<file path="src/core/rpcs_pkg.sv">
// Constants for the register page context stack.
// Assumes an 8-bit special function register bus with byte addresses 0x80-0xFF.
package rpcs_pkg;
    localparam logic [7:0] ADDR_PAGE_SELECTOR = 8'h84;
    localparam logic [7:0] ADDR_STACK_SECOND = 8'h85;
    localparam logic [7:0] ADDR_STACK_BOTTOM = 8'h86;
    localparam logic [7:0] ADDR_AUTO_PAGE_CONTROL = 8'h96;
    localparam logic [7:0] PAGE_CONTROL = 8'h0F;
    localparam int AUTO_PAGE_ENABLE_BIT = 0;
    localparam logic [7:0] RST_PAGE = 8'h00;
    localparam logic RST_AUTO_PAGE_ENABLE = 1'b1;
    localparam int STACK_DEPTH = 3;
    typedef enum logic [1:0] {
        RPCS_HOLD,
        RPCS_PUSH,
        RPCS_POP
    } rpcs_shift_t;
endpackage : rpcs_pkg

</file>
<file path="src/core/rpcs_page_stack.sv">
// Page selector, three-entry page context stack and auto paging control.
// Assumes the core gives one-cycle entry and return strobes and a
// synchronous register port that reads combinationally.
`timescale 1ns/1ps
module rpcs_page_stack
    import rpcs_pkg::*;
(
    // Clock and reset
    input wire logic clk,
    input wire logic srst,
    // Register port
    input wire logic [7:0] reg_addr,
    input wire logic reg_wr,
    input wire logic [7:0] reg_wdata,
    output logic [7:0] reg_rdata,
    output logic reg_hit,
    // Core interrupt sequencing
    input wire logic irq_entry,
    input wire logic [7:0] irq_page,
    input wire logic irq_return,
    // Page in use
    output logic [7:0] page_selector,
    output logic auto_page_enable
);
    import rpcs_pkg::*;

    logic [7:0] stack_ff [STACK_DEPTH];
    logic [7:0] nxt_stack [STACK_DEPTH];
    logic enable_ff;
    logic nxt_enable;
    logic [STACK_DEPTH-1:0] wr_entry;
    logic wr_ctrl;
    logic hit_ctrl;
    rpcs_shift_t shift;

    assign hit_ctrl = (reg_addr == ADDR_AUTO_PAGE_CONTROL) && (stack_ff[0] == PAGE_CONTROL);

    // Address decode of the stack bytes, all pages
    always_comb begin
        wr_entry[0] = reg_wr && (reg_addr == ADDR_PAGE_SELECTOR);
        wr_entry[1] = reg_wr && (reg_addr == ADDR_STACK_SECOND);
        wr_entry[2] = reg_wr && (reg_addr == ADDR_STACK_BOTTOM);
        wr_ctrl = reg_wr && hit_ctrl;
    end

    // Shift only from core strobes; entry has priority if both seen
    always_comb begin
        shift = RPCS_HOLD;
        if (enable_ff && irq_entry) begin
            shift = RPCS_PUSH;
        end else if (enable_ff && irq_return) begin
            shift = RPCS_POP;
        end
    end

    always_comb begin
        for (int i = 0; i < STACK_DEPTH; i++) begin
            nxt_stack[i] = stack_ff[i];
        end
        case (shift)
            RPCS_PUSH: begin
                nxt_stack[0] = irq_page;
                nxt_stack[1] = stack_ff[0];
                nxt_stack[2] = stack_ff[1];
            end
            RPCS_POP: begin
                nxt_stack[0] = stack_ff[1];
                nxt_stack[1] = stack_ff[2];
                nxt_stack[2] = RST_PAGE;
            end
            RPCS_HOLD: begin
                // Direct writes change one byte, never shift
                for (int i = 0; i < STACK_DEPTH; i++) begin
                    if (wr_entry[i]) begin
                        nxt_stack[i] = reg_wdata;
                    end
                end
            end
            default: begin
                nxt_stack[0] = stack_ff[0];
            end
        endcase
        // Software write loses against a shift in the same cycle
    end

    // Control byte is applied even in a shift cycle; reserved bits dropped
    always_comb begin
        nxt_enable = enable_ff;
        if (wr_ctrl) begin
            nxt_enable = reg_wdata[AUTO_PAGE_ENABLE_BIT];
        end
    end

    always_ff @(posedge clk) begin
        if (srst) begin
            for (int i = 0; i < STACK_DEPTH; i++) begin
                stack_ff[i] <= RST_PAGE;
            end
        end else begin
            for (int i = 0; i < STACK_DEPTH; i++) begin
                stack_ff[i] <= nxt_stack[i];
            end
        end
    end

    always_ff @(posedge clk) begin
        if (srst) begin
            enable_ff <= RST_AUTO_PAGE_ENABLE;
        end else begin
            enable_ff <= nxt_enable;
        end
    end

    // Read mux; reserved control bits read zero
    always_comb begin
        reg_rdata = 8'h00;
        reg_hit = 1'b1;
        if (reg_addr == ADDR_PAGE_SELECTOR) begin
            reg_rdata = stack_ff[0];
        end else if (reg_addr == ADDR_STACK_SECOND) begin
            reg_rdata = stack_ff[1];
        end else if (reg_addr == ADDR_STACK_BOTTOM) begin
            reg_rdata = stack_ff[2];
        end else if (hit_ctrl) begin
            reg_rdata = {7'h00, enable_ff};
        end else begin
            reg_hit = 1'b0;
        end
    end

    assign page_selector = stack_ff[0];
    assign auto_page_enable = enable_ff;

    chk_entry_loads_page: assert property (@(posedge clk) disable iff (srst)
        (irq_entry && enable_ff) |=> (page_selector == $past(irq_page)))
        else $error("entry did not load source page");
    chk_entry_disabled_hold: assert property (@(posedge clk) disable iff (srst)
        (irq_entry && !enable_ff && !wr_entry[0]) |=> $stable(page_selector))
        else $error("page changed on disabled entry");
    chk_push_shifts_down: assert property (@(posedge clk) disable iff (srst)
        (irq_entry && enable_ff) |=> (stack_ff[1] == $past(stack_ff[0]) && stack_ff[2] == $past(stack_ff[1])))
        else $error("push did not shift stack");
    chk_pop_shifts_up: assert property (@(posedge clk) disable iff (srst)
        (irq_return && !irq_entry && enable_ff) |=> (stack_ff[0] == $past(stack_ff[1])
        && stack_ff[1] == $past(stack_ff[2]) && stack_ff[2] == 8'h00))
        else $error("pop did not shift stack");
    chk_second_write: assert property (@(posedge clk) disable iff (srst)
        (wr_entry[1] && shift == RPCS_HOLD) |=> (stack_ff[1] == $past(reg_wdata) && $stable(stack_ff[0])))
        else $error("second write wrong");
    chk_bottom_write: assert property (@(posedge clk) disable iff (srst)
        (wr_entry[2] && shift == RPCS_HOLD) |=> (stack_ff[2] == $past(reg_wdata) && $stable(stack_ff[1])))
        else $error("bottom write wrong");
    chk_no_soft_shift: assert property (@(posedge clk) disable iff (srst)
        (!irq_entry && !irq_return && !wr_entry[1] && !wr_entry[2]) |=> $stable(stack_ff[1]) && $stable(stack_ff[2]))
        else $error("stack moved without interrupt");
    chk_shift_wins: assert property (@(posedge clk) disable iff (srst)
        (wr_entry[0] && irq_entry && enable_ff) |=> (page_selector == $past(irq_page)))
        else $error("write beat push");
    chk_ctrl_page_only: assert property (@(posedge clk) disable iff (srst)
        (reg_wr && reg_addr == ADDR_AUTO_PAGE_CONTROL && page_selector != PAGE_CONTROL) |=> $stable(enable_ff))
        else $error("control written off page F");
    chk_disabled_no_pop: assert property (@(posedge clk) disable iff (srst)
        (irq_return && !enable_ff && !reg_wr) |=> $stable(page_selector) && $stable(stack_ff[1]))
        else $error("pop while disabled");

    // Register port checks
    chk_selector_write: assert property (@(posedge clk) disable iff (srst)
        (wr_entry[0] && shift == RPCS_HOLD)
        |=> (page_selector == $past(reg_wdata)))
        else $error("selector write lost");

    chk_selector_no_shift: assert property (@(posedge clk) disable iff (srst)
        (wr_entry[0] && !irq_entry && !irq_return)
        |=> ($stable(stack_ff[1]) && $stable(stack_ff[2])))
        else $error("selector write moved stack");

    chk_read_selector: assert property (@(posedge clk) disable iff (srst)
        (reg_addr == ADDR_PAGE_SELECTOR)
        |-> (reg_hit && reg_rdata == page_selector))
        else $error("selector read wrong");

    chk_read_second: assert property (@(posedge clk) disable iff (srst)
        (reg_addr == ADDR_STACK_SECOND)
        |-> (reg_hit && reg_rdata == stack_ff[1]))
        else $error("second read wrong");

    chk_read_bottom: assert property (@(posedge clk) disable iff (srst)
        (reg_addr == ADDR_STACK_BOTTOM)
        |-> (reg_hit && reg_rdata == stack_ff[2]))
        else $error("bottom read wrong");

    chk_read_ctrl: assert property (@(posedge clk) disable iff (srst)
        (reg_addr == ADDR_AUTO_PAGE_CONTROL && page_selector == PAGE_CONTROL)
        |-> (reg_hit && reg_rdata == {7'h00, auto_page_enable}))
        else $error("control read wrong");

    chk_ctrl_hidden: assert property (@(posedge clk) disable iff (srst)
        (reg_addr == ADDR_AUTO_PAGE_CONTROL && page_selector != PAGE_CONTROL)
        |-> (!reg_hit && reg_rdata == 8'h00))
        else $error("control visible off page F");

    chk_ctrl_write: assert property (@(posedge clk) disable iff (srst)
        (reg_wr && reg_addr == ADDR_AUTO_PAGE_CONTROL && page_selector == PAGE_CONTROL)
        |=> (auto_page_enable == $past(reg_wdata[AUTO_PAGE_ENABLE_BIT])))
        else $error("control write lost");

    chk_ctrl_stable: assert property (@(posedge clk) disable iff (srst)
        !(reg_wr && reg_addr == ADDR_AUTO_PAGE_CONTROL && page_selector == PAGE_CONTROL)
        |=> $stable(auto_page_enable))
        else $error("enable changed without write");

    chk_unmapped_quiet: assert property (@(posedge clk) disable iff (srst)
        (reg_addr != ADDR_PAGE_SELECTOR && reg_addr != ADDR_STACK_SECOND && reg_addr != ADDR_STACK_BOTTOM
        && reg_addr != ADDR_AUTO_PAGE_CONTROL) |-> (!reg_hit && reg_rdata == 8'h00))
        else $error("unmapped address answered");

    // Direct stack writes
    chk_second_keeps_bottom: assert property (@(posedge clk) disable iff (srst)
        (wr_entry[1] && shift == RPCS_HOLD)
        |=> $stable(stack_ff[2]))
        else $error("second write moved bottom");

    chk_bottom_keeps_top: assert property (@(posedge clk) disable iff (srst)
        (wr_entry[2] && shift == RPCS_HOLD)
        |=> $stable(stack_ff[0]))
        else $error("bottom write moved top");

    chk_second_feeds_return: assert property (@(posedge clk) disable iff (srst)
        (wr_entry[1] && shift == RPCS_HOLD) ##1 (irq_return && !irq_entry && enable_ff)
        |=> (page_selector == $past(reg_wdata, 2)))
        else $error("written second not restored");

    chk_bottom_feeds_second: assert property (@(posedge clk) disable iff (srst)
        (wr_entry[2] && shift == RPCS_HOLD) ##1 (irq_return && !irq_entry && enable_ff)
        |=> (stack_ff[1] == $past(reg_wdata, 2)))
        else $error("written bottom not moved up");

    // Interrupt sequencing and reset values
    chk_return_restores: assert property (@(posedge clk) disable iff (srst)
        (irq_return && !irq_entry && enable_ff)
        |=> (page_selector == $past(stack_ff[1])))
        else $error("return did not restore page");

    chk_entry_return_pair: assert property (@(posedge clk) disable iff (srst)
        (irq_entry && enable_ff) ##1 (irq_return && !irq_entry && enable_ff)
        |=> (page_selector == $past(stack_ff[0], 2) && stack_ff[1] == $past(stack_ff[1], 2)))
        else $error("entry and return not paired");

    chk_disabled_entry_stack: assert property (@(posedge clk) disable iff (srst)
        (irq_entry && !enable_ff && !reg_wr)
        |=> ($stable(stack_ff[1]) && $stable(stack_ff[2])))
        else $error("push while disabled");

    chk_disabled_return_bottom: assert property (@(posedge clk) disable iff (srst)
        (irq_return && !enable_ff && !reg_wr)
        |=> $stable(stack_ff[2]))
        else $error("bottom moved while disabled");

    chk_push_drops_write: assert property (@(posedge clk) disable iff (srst)
        (wr_entry[1] && irq_entry && enable_ff)
        |=> (stack_ff[1] == $past(stack_ff[0])))
        else $error("second write beat push");

    chk_pop_drops_write: assert property (@(posedge clk) disable iff (srst)
        (wr_entry[2] && irq_return && !irq_entry && enable_ff)
        |=> (stack_ff[2] == RST_PAGE))
        else $error("bottom write beat pop");

    chk_entry_beats_return: assert property (@(posedge clk) disable iff (srst)
        (irq_entry && irq_return && enable_ff)
        |=> (page_selector == $past(irq_page) && stack_ff[1] == $past(stack_ff[0])))
        else $error("return beat entry");

    chk_two_pushes: assert property (@(posedge clk) disable iff (srst)
        (irq_entry && enable_ff) ##1 (irq_entry && enable_ff)
        |=> (stack_ff[2] == $past(stack_ff[0], 2)))
        else $error("bottom not overwritten");

    chk_reset_values: assert property (@(posedge clk)
        srst |=> (page_selector == RST_PAGE && stack_ff[1] == RST_PAGE && stack_ff[2] == RST_PAGE
        && auto_page_enable == RST_AUTO_PAGE_ENABLE))
        else $error("reset values wrong");

    // Each entry holds unless its own write or a shift moves it
    for (genvar g = 0; g < STACK_DEPTH; g++) begin : g_entry_hold
        chk_entry_holds: assert property (@(posedge clk) disable iff (srst)
            (!wr_entry[g] && shift == RPCS_HOLD) |=> $stable(stack_ff[g]))
            else $error("stack entry changed with no cause");
    end

endmodule : rpcs_page_stack

</file>
<file path="config.mk">
export PLATFORM = sky130hd
export DESIGN_NAME = rpcs_page_stack
export DESIGN_NICKNAME = d
export VERILOG_FILES = /design/src/core/rpcs_pkg.sv /design/src/core/rpcs_page_stack.sv
export SDC_FILE = /design/constraint.sdc
export NUM_CORES = 1
export LEC_CHECK = 0
export ABC_AREA = 1
export BUFFER_PORTS_ARGS = -buffer_cell sky130_fd_sc_hd__buf_2
export CAP_MARGIN = 30
export CORE_ASPECT_RATIO = 1.2
export CORE_MARGIN = 3
export CORE_UTILIZATION = 25
export CTS_CLUSTER_DIAMETER = 150
export DETAILED_ROUTE_END_ITERATION = 12
export GPL_ROUTABILITY_DRIVEN = 0
export GPL_TIMING_DRIVEN = 0
export SYNTH_ARGS = -nofsm -noshare
export SYNTH_HDL_FRONTEND = slang
export SYNTH_SLANG_ARGS = --single-unit
</file>
<file path="constraint.sdc">
create_clock -name clk -period 1.65 [get_ports clk]
set_input_delay 0.4125 -clock clk [delete_from_list [all_inputs] [get_ports clk]]
set_output_delay 0.4125 -clock clk [all_outputs]
set_load 0.02 [all_outputs]
</file>
### Word-level counts from Yosys, hierarchy flattened

Memory sizes are Yosys's and may differ from the RTL's.
Cells that the tools add are included.

| storage, ports and cells | value |
|---|---|
| memories | 1 |
| input port bits | 29 |
| output and inout port bits | 18 |
| memory bits (writable) | 24 |
| bits in registers | 1 |

| operators by class | value |
|---|---|
| equality and inequality tests | 7 |
| mux-type cells | 21 |
| reduce and logical (&&, ||, !) cells | 8 |
| bitwise operators | 3 |

Memories:

| memory | words | width | rd ports | clocked after memory_dff | write ports | RTL line | RTL |
|---|---|---|---|---|---|---|---|
| stack_ff | 3 | 8 | 3 | 0 | 3 | rpcs_page_stack.sv:27 | `logic [7:0] stack_ff [STACK_DEPTH];` |

Operator list:

| operator | count |
|---|---|
| 8-bit 2-to-1 mux | 9 |
| 16-bit case mux with 3 select lines | 1 |
| 8-bit equality test (second input constant) | 4 |
| 8-bit case mux with 3 select lines | 1 |
| 8-bit by 4-bit equality test with 1-bit output (second input constant) | 1 |
| 1-bit 2-to-1 mux | 8 |
| 1-bit logical AND | 7 |
| 2-bit 2-to-1 mux | 2 |
| 1-bit bitwise OR | 3 |
| 2-bit by 1-bit equality test with 1-bit output (second input constant) | 1 |
| 2-bit equality test (second input constant) | 1 |
| 2-bit zero test | 1 |

### Logic depth before layout (Yosys ltp)

An unclocked memory read counts as a cell.

| depth | value |
|---|---|
| word-level depth | 7 |
| depth in mapped cells | 8 |
| mapped depth without buffers | 7 |

### Worst setup path before layout

No wires, ideal clock.

| timing | value |
|---|---|
| kind | input to output |
| start | in reg_addr[4] |
| end | out reg_rdata[1] |
| slack | -0.078 ns |
| required time | 1.237 ns |
| stages on the path | 5 |
| data arrival time | 1.316 ns |
| cell sequence | inv_1 nand2_1 nor2_8 nand2_1 o211ai_1 |

| between the ends | value |
|---|---|
| cells in the longest elaborated chain, start to end | 4 |
| elaborated cells on any way between the ends | 6 |
| classes of those cells | 3 x eq/ne; 3 x mux |

Ends and longest elaborated chain:

| what | RTL line | RTL |
|---|---|---|
| from (decl) | rpcs_page_stack.sv:12 | `input wire logic [7:0] reg_addr,` |
| 8-bit equality test | rpcs_page_stack.sv:122 | `end else if (reg_addr == ADDR_STACK_BOTTOM) begin` |
| 8-bit 2-to-1 mux | rpcs_page_stack.sv:122 |  |
| 8-bit 2-to-1 mux | rpcs_page_stack.sv:120 | `end else if (reg_addr == ADDR_STACK_SECOND) begin` |
| 8-bit 2-to-1 mux (*) | rpcs_page_stack.sv:118 | `if (reg_addr == ADDR_PAGE_SELECTOR) begin` |
| to (decl) | rpcs_page_stack.sv:15 | `output logic [7:0] reg_rdata,` |

Mark *: on every way between the ends. The rest lies on a longest branch, timed or not.

### Worst setup path after layout

| timing | value |
|---|---|
| start | in reg_addr[3] |
| end | out reg_rdata[1] |

The elaborated chain is that of the path after synthesis.

==> flow_metrics.env <==
export IMPL_cp_end_kind="output port"
export IMPL_synth_edf_count=0
export IMPL_fp_dieH_um=101.5
export IMPL_nets=412
export IMPL_place_inst=456
export IMPL_synth_ff_type="dfxtp_1"
export IMPL_hp_class="primary input to flip-flop"
export IMPL_vias_per_cell=4.833
export IMPL_gr_max_usage_layer="met2"
export IMPL_power_uw=1526
export IMPL_syn2layout_area_growth_pct=35.05
export IMPL_cp_start_kind="primary input"
export IMPL_outcome="finished with violations"
export IMPL_holdWs_ps=442.6
export IMPL_core_area_um2=7317
export IMPL_syn_avg_cell_area_um2=5.935
export IMPL_synthArstFlopShare=0
export IMPL_synthSimpleGateAreaFrac=0.4684
export IMPL_hold_viol=0
export IMPL_ys_types=21
export IMPL_drc=0
export IMPL_layout_common_cells="nand2_1, nand3_1, buf_2, inv_1, nor2_1"
export IMPL_grt_util_met3=0.02360
export IMPL_clock_sinks=25
export IMPL_finalClockSkew_ps=2.187
export IMPL_internal_power_uw=1008
export IMPL_stdcell_count=472
export IMPL_synth_xor_area_frac=0
export IMPL_violations="setup timing"
export IMPL_ff_latch_area_um2=526.8
export IMPL_critical_path_class="primary input to output port"
export IMPL_synth_nets=349
export IMPL_antenna_cells=0
export IMPL_boundaryPins=47
export IMPL_power_density_nw_per_um2=594.8
export IMPL_final_setup_viol_count=8
export IMPL_min_period_ps=1853
export IMPL_cts_tree="done"
export IMPL_routedWlPerCell_um=14.53
export IMPL_p_leak_uw=0.001217
export IMPL_use_met1=0.1953
export IMPL_fmax_mhz=539.6
export IMPL_grt_total_usage=0.1581
export IMPL_cap_violations=0
export IMPL_clk_pin_slew_ps=90
export IMPL_cp_arrival_ps=1440
export IMPL_io_buffers=46
export IMPL_initial_core_util=0.2596
export IMPL_synth_top_family_by_area="simple AND/OR/NAND/NOR gates"
export IMPL_use_met2=0.2775
export IMPL_ys_seq_area_frac=0.2635
export IMPL_synthAdderAreaFrac=0
export IMPL_ys_ff_latch=25
export IMPL_drive_above_1_share=0.3220
export IMPL_cts_path_max_buffers=2
export IMPL_tightest_slew_ps=563.9
export IMPL_syn_area_um2=1899
export IMPL_dpl_hpwl_um=4856
export IMPL_num_rows=34
export IMPL_slew_viol_final=0
export IMPL_antenna_found_initial=0
export IMPL_muxShareOfSynthArea=0
export IMPL_multi_input_area_um2=1206
export IMPL_switching_share=0.3391
export IMPL_grt_overflow=0
export IMPL_drt_wl_total_um=6859
export IMPL_clock_latency_ps=270
export IMPL_grt_pass1_wl_um=10830
export IMPL_path_max_fanout=8
export IMPL_p_seq_frac=0.457
export IMPL_drtAntennaViolNets=0
export IMPL_root_buffer="clkbuf_8"
export IMPL_fillers=826
export IMPL_switching_power_uw=517.4
export IMPL_setup_ws_ps=-203.3
export IMPL_max_slew_margin=0.6241
export IMPL_via_count=2281
export IMPL_cp_required_ps=1240
export IMPL_ys_warn_count=0
export IMPL_grt_pass1_vias=2160
export IMPL_synth_compound_area_share=0.1173
export IMPL_power_share_combinational=0.291
export IMPL_drtIter0Drc=203
export IMPL_dieArea_um2=8684
export IMPL_rsz0062_at_grt="true"
export IMPL_synth_cells=320
export IMPL_numCtsBuffers=3
export IMPL_htree_levels=1
export IMPL_min_period_over_period=1.123
export IMPL_firstDrtPassIters=4
export IMPL_vdd_ir_drop_worst_mv=0.2587
export IMPL_ff2ff_setup_slack_ps=170
export IMPL_pwr_share_clk=0.252
export IMPL_grt_max_degree=14
export IMPL_final_common_cell="nand2_1"
export IMPL_fp_dieW_um=85.57
## logic make-up after synthesis
logic type,Yosys count
AO/OA/AOI/OAI,41
buffers and inverters,60
flip-flops,25
AND/OR/NAND/NOR,194
## power groups by stage
stage               Clock, µW  Sequential (µW)  Combinational, µW
floorplan                   0              695                275
global route              409              704                498
detailed placement          0              714                390
finish                    384              697                444
CTS                       389              700                417
global placement            0              713                386
## layer usage
layer	wire length, µm	up-vias
met4	169	0
li1	-	1151
met5	0	-
met3	415	16
met1	2817	1037
met2	3457	77
## flip-flops by register name, indices dropped and copies added (netlist names)
signal,flops
stack_ff,24
auto_page_enable,1
## cell usage after synthesis (2+ instances only)
cell      number  share of area
nand2_1       80           0.16
nand3_1       61           0.16
nor2_1        39          0.077
inv_1         35          0.069
dfxtp_1       25           0.26
a21oi_1       24          0.063
o21ai_1        9          0.024
buf_4          8          0.032
buf_2          7          0.018
o211ai_1       7          0.028
clkbuf_1       4         0.0079
nand2_2        4          0.013
buf_6          3          0.018
inv_2          3         0.0059
nand4_1        3         0.0099
nand3_4        2          0.018
nor2_4         2          0.012
## what timing repair did
item | in CTS | in global routing
pin swaps | 15 | 20
hold buffers | 0 | 0
endpoints found under the setup margin | 9 | 16
resized for setup | 33 | 30
setup buffers | 7 | 4
cloned | 1 | 0
## critical path, cell delays in order
cell and delay (ps):
buf_2 110, inv_1 80, nand2_4 90, nor2_4 170
nand2_4 120, o211ai_1 250, buf_4 190
## final timing paths
kind,cells past startpoint,from,endpoint
max reg2reg,6,auto_page_enable$_SDFFE_PP1P_,stack_ff[0][12]$_SDFFE_PP0P_
min reg2reg,2,auto_page_enable$_SDFFE_PP1P_,auto_page_enable$_SDFFE_PP1P_
max,7,reg_addr[3],reg_rdata[1]
min,3,reg_wdata[0],auto_page_enable$_SDFFE_PP1P_
## area by class of cell
| class | instances | area share |
|---|---|---|
| buffer | 22 | 0.05707 |
| clock buffer | 4 | 0.01756 |
| inverter | 38 | 0.05951 |
| multi-input combinational | 236 | 0.4702 |
| sequential | 25 | 0.2054 |
| tap | 90 | 0.04390 |
| timing repair buffer | 57 | 0.1463 |
## per-stage QoR
stage | worst slack [ps] | area (µm²) | utilization | setup TNS (ps)
after floorplan | 2.510 | 1919 | - | 0
after global placement | -312.1 | 2262 | 0.3092 | -2625
after detailed placement | -336.0 | 2262 | 0.3092 | -2833
after CTS | -214.5 | 2452 | 0.3352 | -1508
after global routing | -256.0 | 2565 | 0.3505 | -1849
final | -203.3 | 2565 | 0.3505 | -1370
No activity file was read; power rests on OpenSTA's default activity.
